File: src/hdl/sarcs_map.svh
`ifndef SARCS_MAP_SVH
`define SARCS_MAP_SVH

// ==========================================
// Function codes
`define SARCS_FUNC_START 3'h1

// ==========================================
// Field positions
`define SARCS_SIGN_POS 12
`define SARCS_MAG_MSB 11
`define SARCS_EXT_LSB 12
`define SARCS_EXT_MSB 15

// ==========================================
// Preset, reset and compare values
`define SARCS_SR_LOAD 12'h7ff
`define SARCS_SR_LAST 12'hffe
`define SARCS_SR_IDLE 12'hfff
`define SARCS_SW_IDLE 13'h0fff
`define SARCS_DATA_N_RST 16'hffff
`define SARCS_EXT_ONES 4'hf
`define SARCS_EXT_ZERO 4'h0

`endif

File: src/hdl/sarcs_sequencer_unused_placeholder_none.sv
`timescale 1ns/1ns

File: src/hdl/sarcs_pkg.sv
package sarcs_pkg;

    // ==========================================
    // Types
    typedef logic [15:0] sarcs_word_t;
    typedef logic [12:0] sarcs_sw_t;
    typedef logic [2:0] sarcs_func_t;

    typedef enum logic [3:0] {
        SARCS_ST_SAMPLE = 4'b0001,
        SARCS_ST_HOLD = 4'b0010,
        SARCS_ST_CONV = 4'b0100,
        SARCS_ST_STORE = 4'b1000
    } sarcs_state_t;

endpackage : sarcs_pkg

File: src/hdl/sarcs_sequencer.sv
`timescale 1ns/1ns
`include "sarcs_map.svh"
module sarcs_sequencer #(
    parameter int CONV_DIV = 8,
    parameter int TIMER_W = 16
) (
    // Clock and reset
    input wire logic i_clk,
    input wire logic i_resetn,
    // Host bus function decode
    input wire logic i_func_strobe_n,
    input wire sarcs_pkg::sarcs_func_t i_func_code_n,
    // Comparator
    input wire logic i_comp,
    // Timer time base
    input wire logic i_osc_1mhz,
    input wire logic i_ext_tb_n,
    input wire logic i_tb_ext_sel,
    // Host facing status and data
    output logic o_busy_n,
    output logic o_data_ready_n,
    output sarcs_pkg::sarcs_word_t o_data_n,
    // Converter internals
    output sarcs_pkg::sarcs_sw_t o_switch,
    output logic o_hold,
    output logic o_sample,
    output logic o_store,
    output logic [TIMER_W-1:0] o_timer_count
);
    import sarcs_pkg::*;
    localparam int DW = (CONV_DIV > 2) ? $clog2(CONV_DIV) : 1;

    // ==========================================
    // Helpers
    function automatic sarcs_word_t sarcs_result_n(
        input logic [12:0] ff
    );
        sarcs_word_t w;
        w = {{3{~ff[`SARCS_SIGN_POS]}}, ~ff};
        sarcs_result_n = ~w;
    endfunction : sarcs_result_n

    // ==========================================
    // Synchronisers
    logic strobe_s1, strobe_s2, strobe_s3;
    sarcs_func_t func_s1, func_s2;
    logic comp_s1, comp_s2;
    logic osc_s1, osc_s2, osc_s3;
    logic ext_s1, ext_s2, ext_s3;
    logic sel_s1, sel_s2;

    always_ff @(posedge i_clk) begin
        if (!i_resetn) begin
            strobe_s1 <= 1'b1;
            strobe_s2 <= 1'b1;
            strobe_s3 <= 1'b1;
            func_s1 <= '1;
            func_s2 <= '1;
        end else begin
            strobe_s1 <= i_func_strobe_n;
            strobe_s2 <= strobe_s1;
            strobe_s3 <= strobe_s2;
            func_s1 <= i_func_code_n;
            func_s2 <= func_s1;
        end
    end

    always_ff @(posedge i_clk) begin
        if (!i_resetn) begin
            comp_s1 <= 1'b0;
            comp_s2 <= 1'b0;
        end else begin
            comp_s1 <= i_comp;
            comp_s2 <= comp_s1;
        end
    end

    always_ff @(posedge i_clk) begin
        if (!i_resetn) begin
            osc_s1 <= 1'b0;
            osc_s2 <= 1'b0;
            osc_s3 <= 1'b0;
            ext_s1 <= 1'b1;
            ext_s2 <= 1'b1;
            ext_s3 <= 1'b1;
            sel_s1 <= 1'b0;
            sel_s2 <= 1'b0;
        end else begin
            osc_s1 <= i_osc_1mhz;
            osc_s2 <= osc_s1;
            osc_s3 <= osc_s2;
            ext_s1 <= i_ext_tb_n;
            ext_s2 <= ext_s1;
            ext_s3 <= ext_s2;
            sel_s1 <= i_tb_ext_sel;
            sel_s2 <= sel_s1;
        end
    end

    // ==========================================
    // Start decode
    logic start_go, tb_rise;
    sarcs_state_t state_reg;
    logic [11:0] sr_reg;

    // Host pins are ground true
    assign start_go = strobe_s3 && !strobe_s2 &&
        (~func_s2 == `SARCS_FUNC_START) &&
        (state_reg == SARCS_ST_SAMPLE);

    assign tb_rise = sel_s2 ? (ext_s3 && !ext_s2)
                            : (!osc_s3 && osc_s2);

    // ==========================================
    // Conversion clock
    logic [DW-1:0] div_reg;
    logic lead, trail;

    assign lead = (div_reg == '0);
    assign trail = (div_reg == DW'(CONV_DIV / 2));

    always_ff @(posedge i_clk) begin
        if (!i_resetn) begin
            div_reg <= '0;
        end else if (div_reg == DW'(CONV_DIV - 1)) begin
            div_reg <= '0;
        end else begin
            div_reg <= div_reg + 1'b1;
        end
    end

    // ==========================================
    // Control state
    always_ff @(posedge i_clk) begin
        if (!i_resetn) begin
            state_reg <= SARCS_ST_SAMPLE;
            o_hold <= 1'b0;
            o_sample <= 1'b1;
            o_busy_n <= 1'b1;
            o_store <= 1'b0;
        end else begin
            case (state_reg)
                SARCS_ST_SAMPLE: begin
                    if (start_go) begin
                        state_reg <= SARCS_ST_HOLD;
                        o_hold <= 1'b1;
                        o_busy_n <= 1'b0;
                    end
                end
                SARCS_ST_HOLD: begin
                    if (lead) begin
                        state_reg <= SARCS_ST_CONV;
                        o_sample <= 1'b0;
                    end
                end
                SARCS_ST_CONV: begin
                    if (trail && sr_reg == `SARCS_SR_LAST) begin
                        state_reg <= SARCS_ST_STORE;
                        o_store <= 1'b1;
                    end
                end
                SARCS_ST_STORE: begin
                    if (trail) begin
                        state_reg <= SARCS_ST_SAMPLE;
                        o_sample <= 1'b1;
                        o_hold <= 1'b0;
                        o_busy_n <= 1'b1;
                        o_store <= 1'b0;
                    end
                end
                default: begin
                    state_reg <= SARCS_ST_SAMPLE;
                end
            endcase
        end
    end

    // ==========================================
    // Shift register and bit flops
    always_ff @(posedge i_clk) begin
        if (!i_resetn) begin
            sr_reg <= `SARCS_SR_IDLE;
        end else if (start_go) begin
            sr_reg <= `SARCS_SR_LOAD;
        end else if (state_reg == SARCS_ST_CONV && trail) begin
            sr_reg <= {1'b1, sr_reg[11:1]};
        end
    end

    // Bits 12..1 are flops, bit 0 is the direct switch
    always_ff @(posedge i_clk) begin
        if (!i_resetn) begin
            o_switch <= `SARCS_SW_IDLE;
        end else if (state_reg == SARCS_ST_SAMPLE) begin
            o_switch <= `SARCS_SW_IDLE;
        end else if (state_reg == SARCS_ST_CONV && trail) begin
            for (int p = 1; p <= `SARCS_MAG_MSB; p++) begin
                if (!sr_reg[p]) begin
                    o_switch[p] <= 1'b0;
                    o_switch[p+1] <= comp_s2;
                end
            end
            if (!sr_reg[0]) begin
                o_switch[0] <= 1'b0;
                o_switch[1] <= comp_s2;
            end
        end
    end

    // ==========================================
    // Data buffer
    always_ff @(posedge i_clk) begin
        if (!i_resetn) begin
            o_data_n <= `SARCS_DATA_N_RST;
        end else if (state_reg == SARCS_ST_STORE && trail) begin
            // Bit 0 flop captures here as the buffer cell
            o_data_n <= sarcs_result_n(
                {o_switch[12:1], comp_s2});
        end
    end

    always_ff @(posedge i_clk) begin
        if (!i_resetn) begin
            o_data_ready_n <= 1'b1;
        end else if (state_reg == SARCS_ST_STORE && trail) begin
            o_data_ready_n <= 1'b0;
        end else if (start_go) begin
            o_data_ready_n <= 1'b1;
        end
    end

    // ==========================================
    // Timer
    always_ff @(posedge i_clk) begin
        if (!i_resetn) begin
            o_timer_count <= '0;
        end else if (tb_rise) begin
            o_timer_count <= o_timer_count + 1'b1;
        end
    end

    // ==========================================
    // Assertions
    property p_sign_ext;
        @(posedge i_clk) disable iff (!i_resetn)
        (o_data_n[`SARCS_EXT_MSB:`SARCS_EXT_LSB] == `SARCS_EXT_ONES ||
         o_data_n[`SARCS_EXT_MSB:`SARCS_EXT_LSB] == `SARCS_EXT_ZERO);
    endproperty
    a_sign_ext: assert property (p_sign_ext)
        else $error("sign extension bits differ");
    property p_idle_sw;
        @(posedge i_clk) disable iff (!i_resetn)
        (state_reg == SARCS_ST_SAMPLE) ##1
        (state_reg == SARCS_ST_SAMPLE) |-> o_switch == `SARCS_SW_IDLE;
    endproperty
    a_idle_sw: assert property (p_idle_sw)
        else $error("switches not preset between conversions");
    property p_start;
        @(posedge i_clk) disable iff (!i_resetn)
        start_go |=> o_hold && !o_busy_n && sr_reg == `SARCS_SR_LOAD;
    endproperty
    a_start: assert property (p_start)
        else $error("start did not set hold and load shifter");
    property p_first_edge;
        @(posedge i_clk) disable iff (!i_resetn)
        (state_reg == SARCS_ST_CONV && trail &&
         sr_reg == `SARCS_SR_LOAD) |=>
        !o_switch[11] && o_switch[12] == $past(comp_s2);
    endproperty
    a_first_edge: assert property (p_first_edge)
        else $error("first edge did not decide sign");
    property p_twelve_edges;
        @(posedge i_clk) disable iff (!i_resetn)
        (state_reg == SARCS_ST_CONV && trail &&
         sr_reg == `SARCS_SR_LAST) |=>
        state_reg == SARCS_ST_STORE && !o_switch[0] && o_store;
    endproperty
    a_twelve_edges: assert property (p_twelve_edges)
        else $error("twelfth edge did not open bit 0 and store");
    property p_store_end;
        @(posedge i_clk) disable iff (!i_resetn)
        (state_reg == SARCS_ST_STORE && trail) |=>
        state_reg == SARCS_ST_SAMPLE && o_sample && o_busy_n &&
        o_data_n[0] == $past(comp_s2);
    endproperty
    a_store_end: assert property (p_store_end)
        else $error("store did not end busy or capture bit 0");
    property p_invert;
        @(posedge i_clk) disable iff (!i_resetn)
        (state_reg == SARCS_ST_STORE && trail) |=>
        o_data_n[12:1] == $past(o_switch[12:1]) &&
        !o_data_ready_n;
    endproperty
    a_invert: assert property (p_invert)
        else $error("buffer not loaded from inverted flops");
    property p_hold_data;
        @(posedge i_clk) disable iff (!i_resetn)
        !(state_reg == SARCS_ST_STORE && trail) |=> $stable(o_data_n);
    endproperty
    a_hold_data: assert property (p_hold_data)
        else $error("buffer changed outside store");
    property p_timer;
        @(posedge i_clk) disable iff (!i_resetn)
        tb_rise |=> o_timer_count == $past(o_timer_count) + 1'b1;
    endproperty
    a_timer: assert property (p_timer)
        else $error("timer missed a time base edge");
    property p_shift;
        @(posedge i_clk) disable iff (!i_resetn)
        (state_reg == SARCS_ST_CONV && trail && !sr_reg[5]) |=>
        !o_switch[5] && o_switch[6] == $past(comp_s2) && !sr_reg[4];
    endproperty
    a_shift: assert property (p_shift)
        else $error("zero did not advance one place");

endmodule : sarcs_sequencer

File: config.mk
export PLATFORM = sky130hd
export DESIGN_NAME = sarcs_sequencer
export DESIGN_NICKNAME = d
export VERILOG_FILES = /design/src/hdl/sarcs_sequencer_unused_placeholder_none.sv /design/src/hdl/sarcs_pkg.sv /design/src/hdl/sarcs_sequencer.sv
export VERILOG_INCLUDE_DIRS = /design/src /design/src/hdl
export SDC_FILE = /design/constraint.sdc
export NUM_CORES = 1
export LEC_CHECK = 0
export CELL_PAD_IN_SITES_DETAIL_PLACEMENT = 1
export CELL_PAD_IN_SITES_GLOBAL_PLACEMENT = 2
export CORE_MARGIN = 2
export CORE_UTILIZATION = 35
export CTS_CLUSTER_SIZE = 25
export DETAILED_ROUTE_END_ITERATION = 16
export DONT_BUFFER_PORTS = 1
export PLACE_DENSITY_LB_ADDON = 0.1
export SYNTH_ARGS = -nofsm -noshare
export SYNTH_HDL_FRONTEND = slang
export SYNTH_SLANG_ARGS = --single-unit
File: constraint.sdc
create_clock -name i_clk -period 2.8 [get_ports i_clk]
set_input_delay 0.7 -clock i_clk [delete_from_list [all_inputs] [get_ports i_clk]]
set_output_delay 0.7 -clock i_clk [all_outputs]
set_load 0.02 [all_outputs]
==> results of run 1 <==
[power by group through the flow]
stage / registers (mW) / clock network (mW) / logic [mW]
after global placement: 1.27 / 0 / 0.0461
after CTS: 1.24 / 0.881 / 0.0479
after global routing: 1.24 / 0.940 / 0.0536
after floorplan: 1.26 / 0 / 0.0435
final: 1.24 / 0.847 / 0.0468
after detailed placement: 1.27 / 0 / 0.0480
[Yosys cell counts, types with 3 or more instances]
library cell / instances / area, sq um
a21oi_1: 15 / 75.1
and2_1: 11 / 68.8
and4_1: 3 / 26.3
buf_2: 6 / 30.0
buf_4: 3 / 22.5
clkbuf_1: 14 / 52.6
dfxtp_1: 85 / 1700
ha_1: 4 / 50.1
inv_1: 17 / 63.8
nand2_1: 49 / 184
nand2b_1: 16 / 100
nand3_1: 22 / 110
nand4_1: 6 / 37.5
nor2_1: 23 / 86.3
nor3_1: 4 / 20.0
nor3b_1: 3 / 22.5
o211ai_1: 13 / 97.6
o21ai_0: 29 / 145
o311ai_0: 8 / 70.1
or3_1: 5 / 31.3
or4_1: 4 / 30.0
xor2_1: 4 / 35.0
[metal layers]
| metal | share of wire [%] | GRT usage [%] | vias up |
|---|---|---|---|
| met5 | 0 | 0 | - |
| li1 | - | - | 1283 |
| met3 | 7.4 | 6.90 | 5 |
| met1 | 46 | 20.2 | 1189 |
| met2 | 46 | 25.5 | 57 |
| met4 | 0.84 | 4.05 | 0 |
[cell type report]
class,count,area [sq um],area share [%]
flip-flops and latches,85,1700,47.4
inverters,17,63.8,1.78
clock buffers,10,138,3.83
multi-input cells,248,1450,40.3
repair buffers,4,30.0,0.836
clock inverters,4,50.0,1.39
well taps,129,161,4.49
[logic make-up (layout without fill, tap and decap cells)]
kind of cell / count (synthesis) / after routing
AOI/OAI and AO/OA: 76 / 76
DFF: 85 / 85
adders and majority gates: 4 / 4
muxes: 1 / 1
xor gates and xnor gates: 6 / 6
and+or+nand+nor: 161 / 161
buffers and inverters: 40 / 35
[stage by stage]
step                setup WS, ps  cell area [sq um]
global route                 497               3590
detailed placement           697               3400
floorplan                   1010               3320
finish                       722               3590
CTS                          673               3590
global placement             787               3400
[final timing paths]
check / startpoint / to / slack, ps / cells after the start
max: div_reg[0] / o_hold / 720 / 6
min: ext_s1 / ext_s2 / 410 / 1
max reg2reg: div_reg[0] / o_hold / 720 / 6
min reg2reg: ext_s1 / ext_s2 / 410 / 1
==> key figures, run 1 <==
Outcome
  • Status: completed

Worst setup path
  • Crit Path Class: reg -> reg
  • CP top delay family: simple AND/OR/NAND/NOR gates
  • Worst-path cell chain: inv_1 > ha_1 > nor3b_1 > nand4_1 > a21oi_1 > nor2_1
  • Startpoint Class: flip-flop
  • Setup crit end kind: flip-flop
  • CP max stage cell: nand4_1
  • Crit-path max FO: 15
  • Worst EP required: 3030 ps
  • CP arrival: 2310 ps
  • Bufs and invs on worst path: 1
  • CP max stage delay: 590 ps

Power and ir drop
  • Static leakage: 1.42 nW
  • Clk pwr share: 39.7%
  • Psw: 0.459 mW
  • Power Total: 2.13 mW
  • Flop pwr share: 58.1%
  • Gate power share: 2.2%
  • PwrDens: 593 mW/mm^2
  • Worst VDD drop: 0.274 mV
  • P_int: 1.67 mW
  • Sw Ratio: 21.5%

Clocking
  • Clock Tree Buf Depth: 2
  • Resized cells post-CTS: 0
  • Worst-Skew Late Latency: 350 ps
  • H-tree depth: 3
  • Cts hold-fix bufs: 0
  • TritonCTS clock tree: built
  • Setup Buffers After CTS: 0
  • Num CTS Buffers: 9
  • CTS Root Cell: clkbuf_8
  • Clock sink count: 85
  • Clk pin slew, worst setup/hold paths: 80 ps

Synthesis
  • Mapped Avg Cell Area: 8.90 sq um
  • Syn. warnings: 0
  • Cells after synthesis: 373
  • Post-synthesis register bit count: 85
  • EDFF count, synth: 0
  • Async S/R FF share, synth: 0%
  • Mux share of post-synthesis cell area: 0.302%
  • Netlist cell types: 44
  • Largest family of logic cells by synthesized area: simple AND/OR/NAND/NOR gates
  • Sequential element share of the synthesized area: 51.3%
  • Top_reg_cell synth: dfxtp_1
  • Compound-Gate Fraction of Synth Area: 14.4%
  • Synth Area in Adders: 1.51%
  • Syn Nets: 387
  • Post-Synth XOR/XNOR Area: 1.58%
  • Post-synthesis simple-gate area fraction: 25.9%
  • Synthesized area: 0.00332 sq mm

Timing
  • Slew @ Worst Pin: 817 ps
  • Fin crit share: 74.2%
  • Max-slew violation count: 0
  • Max-slew headroom: 45.5%
  • Max Fclk: 481 MHz
  • Minimum clock period: 2080 ps
  • RSZ-0062 raised after global routing: false
  • Skew final: 11.3 ps
  • Setup tns final: 0 ps
  • Final Hold Fails: 0
  • Hold slack: 406 ps
  • Final Setup Violations: 0

Floorplanning
  • Top Ports: 60
  • FP Rows: 35
  • Die Width: 101 microns
  • Die area: 0.0103 sq mm
  • Die height: 101 microns
  • Core Box Area: 0.00924 sq mm
  • Starting density of the core: 35.9%

Routing
  • Routed len/inst: 15.6 microns
  • Initial drt markers: 76
  • Overall via count from detail_route: 2,534
  • DRC Markers: 0
  • DR pass1 iterations: 4
  • Final ANT Viol Nets: 0
  • Routed WL: 7.77 mm
  • Vias per cell: 5.10

GRT
  • Global-route usage over all layers: 16.1%
  • Initial antenna violation count: 0
  • First-pass GRT wire length: 12.9 mm
  • Vias in the first global route: 2,456
  • Largest net degree at the start of global routing: 43
  • Global route overflow: 0

Cells and area
  • Ant. Diodes: 0
  • Area growth, synth to finish: 8.26%
  • Most frequent cells in the layout: 85 x dfxtp_1, 49 x nand2_1, 29 x o21ai_0
  • Max reg flops: 16
  • Commonest non-fill, non-tap cell in the layout: dfxtp_1
  • Biggest regs: o_timer_count: 16 flops, o_data_n: 13 flops, o_switch: 13 flops
  • Non-filler cells, final: 497
  • Fin nets: 379
  • Fillcell total: 1,102
  • Layout cells sized above 1: 7.07%
  • Fin util: 38.9%
  • Largest register by flop count: o_timer_count

Placement
  • DP Cell Count: 483
  • Port Buffers: 0
  • GPL Wtd Cong: 0.734
  • Detailed Place HPWL: 5.39 mm

Worst hold path
  • Hold WC Path Type: reg -> reg

Run
  • Max_cap viols: 0
Power figures use the tool's default switching activity.
==> inputs of run 2 (changes only) <==
--- a/config.mk
+++ b/config.mk
@@ -6,10 +6,11 @@
 export SDC_FILE = /design/constraint.sdc
 export NUM_CORES = 1
 export LEC_CHECK = 0
+export ABC_AREA = 1
 export CELL_PAD_IN_SITES_DETAIL_PLACEMENT = 1
 export CELL_PAD_IN_SITES_GLOBAL_PLACEMENT = 2
 export CORE_MARGIN = 2
-export CORE_UTILIZATION = 35
+export CORE_UTILIZATION = 32
 export CTS_CLUSTER_SIZE = 25
 export DETAILED_ROUTE_END_ITERATION = 16
 export DONT_BUFFER_PORTS = 1
==> constraint.sdc (replaced) <==
create_clock -name i_clk -period 1.8 [get_ports i_clk]
set_input_delay 0.45 -clock i_clk [delete_from_list [all_inputs] [get_ports i_clk]]
set_output_delay 0.45 -clock i_clk [all_outputs]
set_load 0.02 [all_outputs]
==> run 2 against run 1 <==
First-iteration DRC count rose by 22%. Largest cell class unchanged. Count of clock-buffer cells in the layout did not move. Global-route usage fell by 0.12 points. Die area rose by 14%. Flip-flop and latch count did not move. Largest power group unchanged. Critical path depth rose by 1. Sequential share of layout area fell by 3.2 points. Worst setup slack got worse by 510 ps.
==> key figures, run 2 <==
Routing
  • Overall via count from detail_route: 2,785 (+9.9%)
  • Routed WL: 8.69 mm (+12%)
  • Vias per cell: 4.69 (-8.0%)
  • Routed len/inst: 14.6 microns (-6.5%)
  • Initial drt markers: 93 (+22%)
  • DRC Markers: 0 (unchanged)
  • Final ANT Viol Nets: 0 (unchanged)
  • DR pass1 iterations: 4 (unchanged)

Synthesis
  • Post-synthesis register bit count: 85 (unchanged)
  • Cells after synthesis: 448 (+20%)
  • Syn Nets: 462 (+19%)
  • Mapped Avg Cell Area: 7.74 sq um (-13%)
  • Top_reg_cell synth: dfxtp_1
  • Most frequent cells after synthesis: 111 x nand2_1, 85 x dfxtp_1, 49 x inv_1
  • Syn. warnings: 0 (unchanged)
  • Async S/R FF share, synth: 0% (unchanged)
  • Netlist cell types: 31 (-30%)
  • Synthesized area: 0.00347 sq mm (+4.4%)
  • Synth area leader: dfxtp_1
  • EDFF count, synth: 0 (unchanged)
  • Most frequent cell after synthesis: nand2_1
  • Sequential element share of the synthesized area: 49.1% (-2.2 points)
  • Area contributors post-synth: dfxtp_1 49%, nand2_1 12%, nand3_1 6.1%
  • Area share of the largest cell type after synthesis: 49.1% (-2.2 points)

GRT
  • Global-route usage over all layers: 16.0% (-0.12 points)
  • Initial antenna violation count: 0 (unchanged)
  • First-pass GRT wire length: 14.2 mm (+9.9%)
  • Largest net degree at the start of global routing: 47 (+9.3%)
  • Global route overflow: 0 (unchanged)
  • Vias in the first global route: 2,713 (+10%)

Timing
  • Final Worst Setup Slack: 213 ps (-510 ps)
  • Setup tns final: 0 ps (unchanged)
  • Fin crit share: 88.2% (+14 points)
  • Final Hold Fails: 0 (unchanged)
  • Slew @ Worst Pin: 628 ps (-189 ps)
  • RSZ-0062 raised after global routing: false
  • Final Setup Violations: 0 (unchanged)
  • Max-slew violation count: 0 (unchanged)
  • Max-slew headroom: 58.1% (+13 points)
  • Skew final: 7.89 ps (-3.42 ps)
  • Max Fclk: 630 MHz (+31%)
  • Minimum clock period: 1590 ps (-490 ps)
  • Hold slack: 167 ps (-239 ps)

Worst setup path
  • Crit-path max FO: 26 (+11)
  • Worst EP required: 2060 ps (-970 ps)
  • CP arrival: 1840 ps (-470 ps)
  • Setup crit end kind: flip-flop
  • CP max stage delay: 350 ps (-240 ps)
  • Crit Path Class: reg -> reg
  • CP max stage cell: nor2_8
  • Worst-path cell chain: inv_1 > ha_1 > nand2_2 > nor2_8 > nand2_1 > o21ai_0 > a21oi_1
  • Startpoint Class: flip-flop

Cells and area
  • Biggest regs: o_timer_count: 16 flops, o_data_n: 13 flops, o_switch: 13 flops
  • Fin nets: 467 (+23%)
  • Non-filler cells, final: 594 (+20%)
  • Fillcell total: 1,285 (+17%)
  • Layout cells sized above 1: 13.8% (+6.7 points)
  • Area growth, synth to finish: 11.0%
  • Largest register by flop count: o_timer_count
  • Fin util: 36.9% (-1.9 points)
  • Max reg flops: 16 (unchanged)
  • Most frequent cells in the layout: 111 x nand2_1, 85 x dfxtp_1, 49 x inv_1
  • Ant. Diodes: 0 (unchanged)
  • Commonest non-fill, non-tap cell in the layout: nand2_1

Floorplanning
  • Die area: 0.0117 sq mm (+14%)
  • Die Width: 108 microns (+6.6%)
  • Top Ports: 60 (unchanged)
  • Starting density of the core: 33.3% (-2.6 points)
  • Die height: 108 microns (+6.6%)
  • FP Rows: 37 (+5.7%)
  • Core Box Area: 0.0104 sq mm (+13%)

Clocking
  • Worst-Skew Late Latency: 360 ps (about the same)
  • Cts hold-fix bufs: 0 (unchanged)
  • Setup Buffers After CTS: 0 (unchanged)
  • H-tree depth: 3 (unchanged)
  • Num CTS Buffers: 9 (unchanged)
  • Clock sink count: 85 (unchanged)
  • Resized cells post-CTS: 0 (unchanged)
  • CTS Root Cell: clkbuf_8
  • TritonCTS clock tree: built
  • Clk pin slew, worst setup/hold paths: 80 ps (about the same)
  • Clock Tree Buf Depth: 2 (unchanged)

Power and ir drop
  • Static leakage: 1.83 nW (+29%)
  • PwrDens: 957 mW/mm^2 (+61%)
  • Worst VDD drop: 0.317 mV (+16%)

Placement
  • Port Buffers: 0 (unchanged)
  • GPL Wtd Cong: 0.757 (+3.2%)
  • Worst slack, placed: 182 ps (-514 ps)
  • Detailed Place HPWL: 6.42 mm (+19%)
  • DP Cell Count: 578 (+20%)

Worst hold path
  • Hold WC Path Type: in -> reg

Run
  • Max_cap viols: 0 (unchanged)

Outcome
  • Status: completed
## run 2: changes by cell type in the layout (fill, tap and decap cells not counted), moves of 8 or more
cell | before | now
nand2_1 | 49 | 111
inv_1 | 17 | 49
nor2_1 | 23 | 45
nand3_1 | 22 | 42
nand2b_1 | 16 | 0
o21ai_0 | 29 | 16
and2_1 | 11 | 0
or2_2 | 0 | 11
o211ai_1 | 13 | 5
o311ai_0 | 8 | 0
## run 2: logic make-up (layout without fill, tap and decap cells)
group / after synthesis / in the layout / synth area share (%)
AND/OR/NAND/NOR: 236 / 236 / 30.9
flip-flops: 85 / 85 / 49.1
buffers and inverters: 72 / 82 / 9.49
AO/OA/AOI/OAI: 47 / 47 / 8.05
adder cells (fa/ha/maj): 4 / 4 / 1.44
XOR/XNOR: 4 / 4 / 1.01
## run 2: path summary, 6_finish.rpt
path | slack [ps] | to | from | cells after the start
hold / removal | 170 | o_busy_n | i_resetn | 1
setup / recovery | 210 | o_switch[12] | div_reg[0] | 7
setup reg to reg | 210 | o_switch[12] | div_reg[0] | 7
hold reg to reg | 420 | sel_s2 | sel_s1 | 2
## run 2: area by class of cell
class                   count  area, sq um  share of cell area, %
clock buffers              10          138                   3.58
flip-flops and latches     85         1700                   44.2
well taps                 136          170                   4.42
inverters                  55          211                   5.49
clock inverters             6          110                   2.86
repair buffers             11         82.6                   2.15
multi-input cells         291         1440                   37.3
## run 2: metrics by stage
stage / power, mW / instance area (sq um)
after detailed placement: 2.06 / 3600
after global placement: 2.06 / 3600
after global routing: 3.85 / 3850
final: 3.68 / 3850
after CTS: 3.75 / 3850
after floorplan: 2.05 / 3470
## run 2: worst max-delay path: cells and delay by family, from the launching register on
family                     cells  cell delay, ps
DFF                            1             330
buffers and inverters          1              60
adders and majority gates      1             170
and+or+nand+nor                3             650
AOI/OAI and AO/OA              2             260
## run 2: power by group
| group | internal [mW] | switching [mW] |
|---|---|---|
| sequential | 1.91 | 0.0142 |
| clock | 0.957 | 0.710 |
| combinational | 0.0352 | 0.0609 |
## run 2: layer usage
layer  global-route usage [%]  routed length, microns  vias up
met3                     6.27                     551       12
met5                        0                       0        -
li1                         -                       -     1425
met4                     6.41                     192        0
met2                     23.8                    3930       43
met1                     20.7                    4020     1305
==> inputs of run 3 (changes only) <==
--- a/config.mk
+++ b/config.mk
@@ -10,7 +10,7 @@
 export CELL_PAD_IN_SITES_DETAIL_PLACEMENT = 1
 export CELL_PAD_IN_SITES_GLOBAL_PLACEMENT = 2
 export CORE_MARGIN = 2
-export CORE_UTILIZATION = 32
+export CORE_UTILIZATION = 35
 export CTS_CLUSTER_SIZE = 25
 export DETAILED_ROUTE_END_ITERATION = 16
 export DONT_BUFFER_PORTS = 1
==> constraint.sdc (replaced) <==
create_clock -name i_clk -period 1.7 [get_ports i_clk]
set_input_delay 0.425 -clock i_clk [delete_from_list [all_inputs] [get_ports i_clk]]
set_output_delay 0.425 -clock i_clk [all_outputs]
set_load 0.02 [all_outputs]
==> run 3 against run 2 <==
Global-route usage increased by 1.4 points. Cell count increased by 0.67%. Highest routed layer unchanged. Utilization rose by 3.3 points. Clock power about the same. Critical path depth up 1.
==> key figures, run 3 (same netlist as run 2, synthesis figures left out) <==
Timing
  • Final Hold Fails: 0 (unchanged)
  • Final Setup Violations: 0 (unchanged)
  • Slew @ Worst Pin: 563 ps (-64.5 ps)
  • Max-slew headroom: 62.4% (+4.3 points)
  • Minimum clock period: 1540 ps (-43.7 ps)
  • Skew final: 6.38 ps (-1.51 ps)
  • Fin crit share: 90.8% (+2.6 points)
  • Max Fclk: 648 MHz (+2.8%)
  • Final Worst Setup Slack: 157 ps (-56.3 ps)
  • Setup tns final: 0 ps (unchanged)
  • RSZ-0062 raised after global routing: false
  • Max-slew violation count: 0 (unchanged)

Cells and area
  • Commonest non-fill, non-tap cell in the layout: nand2_1
  • Largest register by flop count: o_timer_count
  • Ant. Diodes: 0 (unchanged)
  • Area growth, synth to finish: 12.5%
  • Multi-input logic area: 0.00146 sq mm (+1.7%)
  • Design Area, Final: 0.00390 sq mm (+1.3%)
  • Non-filler cells, final: 598 (+0.67%)
  • FF+latch area: 0.00170 sq mm (unchanged)
  • Max reg flops: 16 (unchanged)
  • Fin nets: 474 (+1.5%)
  • Biggest regs: o_timer_count: 16 flops, o_data_n: 13 flops, o_switch: 13 flops
  • Fillcell total: 1,202 (-6.5%)
  • Most frequent cells in the layout: 111 x nand2_1, 85 x dfxtp_1, 49 x inv_1
  • Layout cells sized above 1: 15.9% (+2.2 points)

Power and ir drop
  • Flop pwr share: 53.9% (+1.8 points)
  • Static leakage: 1.86 nW (+1.5%)
  • Worst VDD drop: 0.445 mV (+40%)
  • P_int: 2.94 mW (+1.3%)
  • Psw: 0.841 mW (+7.1%)
  • Sw Ratio: 22.3% (+0.95 points)
  • Gate power share: 2.7% (about the same)
  • PwrDens: 969 mW/mm^2 (+1.2%)
  • Clk pwr share: 43.5% (-1.8 points)

Clocking
  • TritonCTS clock tree: built
  • Clock sink count: 85 (unchanged)
  • Num CTS Buffers: 9 (unchanged)
  • Cts hold-fix bufs: 0 (unchanged)
  • H-tree depth: 3 (unchanged)
  • Clk pin slew, worst setup/hold paths: 90 ps (about the same)
  • Worst-Skew Late Latency: 360 ps (about the same)
  • Clock Tree Buf Depth: 2 (unchanged)
  • CTS Root Cell: clkbuf_8

Worst setup path
  • Crit Path Class: reg -> reg
  • Worst-path cell chain: inv_1 > ha_1 > nand2_2 > nand3_1 > nand2_1 > nor2_1 > a21oi_1 > nor2_1
  • CP max stage delay: 370 ps (+20 ps)
  • CP top delay family: simple AND/OR/NAND/NOR gates
  • CP arrival: 1770 ps (-70 ps)
  • R2R Setup Slk: 160 ps (-60 ps)
  • Worst path most repeated cell: nor2_1
  • Startpoint Class: flip-flop
  • Bufs and invs on worst path: 1 (unchanged)
  • Crit-path max FO: 5 (-81%)
  • Worst EP required: 1930 ps (-130 ps)
  • CP max stage cell: dfxtp_1
  • Setup crit end kind: flip-flop

Floorplanning
  • FP Rows: 36 (-2.7%)
  • Core Box Area: 0.00968 sq mm (-7.0%)
  • Die height: 104 microns (-4.2%)
  • Top Ports: 60 (unchanged)
  • Die area: 0.0107 sq mm (-8.3%)
  • Die Width: 104 microns (-4.2%)
  • Starting density of the core: 35.8% (+2.5 points)

Routing
  • Vias per cell: 4.72 (+0.62%)
  • Final ANT Viol Nets: 0 (unchanged)
  • DR pass1 iterations: 4 (unchanged)
  • DRC Markers: 0 (unchanged)
  • Routed WL: 8.88 mm (+2.2%)
  • Overall via count from detail_route: 2,821 (+1.3%)
  • Initial drt markers: 84 (-9.7%)
  • Routed len/inst: 14.8 microns (+1.5%)

GRT
  • Global routing met2 resource utilization: 28.0% (+4.2 points)
  • Met1 GRT Util: 21.5% (+0.82 points)
  • Met3 Use GR: 5.03% (-1.2 points)
  • Vias in the first global route: 2,926 (+7.9%)
  • Initial antenna violation count: 0 (unchanged)
  • Most Crowded Layer GR: met2
  • First-pass GRT wire length: 14.9 mm (+4.8%)
  • Largest net degree at the start of global routing: 47 (unchanged)
  • Global route overflow: 0 (unchanged)
  • Global-route usage over all layers: 17.3% (+1.4 points)

Placement
  • DP Cell Count: 579 (+0.17%)
  • DP Area: 0.00363 sq mm (+0.73%)
  • GPL Wtd Cong: 0.746 (-1.5%)
  • Worst slack, placed: 89.1 ps (-93.4 ps)
  • Port Buffers: 0 (unchanged)
  • Detailed Place HPWL: 6.41 mm (about the same)

Outcome
  • Status: completed

Worst hold path
  • Hold WC Path Type: in -> reg

Run
  • Max_cap viols: 0 (unchanged)
run 3: cell count changes in the layout (fill, tap and decap cells not counted), sizes merged:
cell / change
buf: +6
inv: +2
bufinv: -1
clkinvlp: -1
nor2: +1
run 3: final timing paths:
path	start	end	cells past startpoint
setup / recovery	div_reg[0]	state_reg[2]	8
hold / removal	i_resetn	strobe_s3	1
setup reg to reg	div_reg[0]	state_reg[2]	8
hold reg to reg	func_s1[2]	func_s2[2]	1
run 3: worst reg2reg max path, cell delays in order, from the launching register on:
cell and delay [ps]:
dfxtp_1 370, inv_1 50, ha_1 210, nand2_2 220
nand3_1 170, nand2_1 100, nor2_1 50, a21oi_1 180
nor2_1 50
run 3: layout make-up:
class	instances	share of cell area [%]
clock inverter	6	2.41
tap	133	4.27
clock buffer	10	3.53
sequential	85	43.7
multi-input combinational	292	37.4
inverter	55	5.43
timing repair buffer	17	3.27
run 3: per-layer routing:
layer,share of wire [%],wire length [microns]
met5,0,0
met2,47,4160
met4,2.2,191
met3,4.9,433
met1,46,4100
run 3: per-stage QoR:
stage / hold WS [ps] / power [mW] / util (%)
after CTS: 124 / 3.85 / 39.8
after floorplan: 390 / 2.17 / -
after global routing: 124 / 3.95 / 40.2
final: 142 / 3.78 / 40.2
after detailed placement: 402 / 2.18 / 37.5
after global placement: 395 / 2.18 / 37.5
run 3: what timing repair did:
item / in CTS / in global routing
setup endpoints to repair: 0 / 20
resized for setup: 0 / 5
setup buffers: 0 / 2
run 3: power groups by stage:
stage	registers (mW)	logic [mW]	clock network [mW]
after floorplan	2.08	0.0845	0
after global placement	2.08	0.0997	0
after detailed placement	2.08	0.103	0
after CTS	2.03	0.103	1.71
after global routing	2.04	0.118	1.79
final	2.03	0.101	1.64
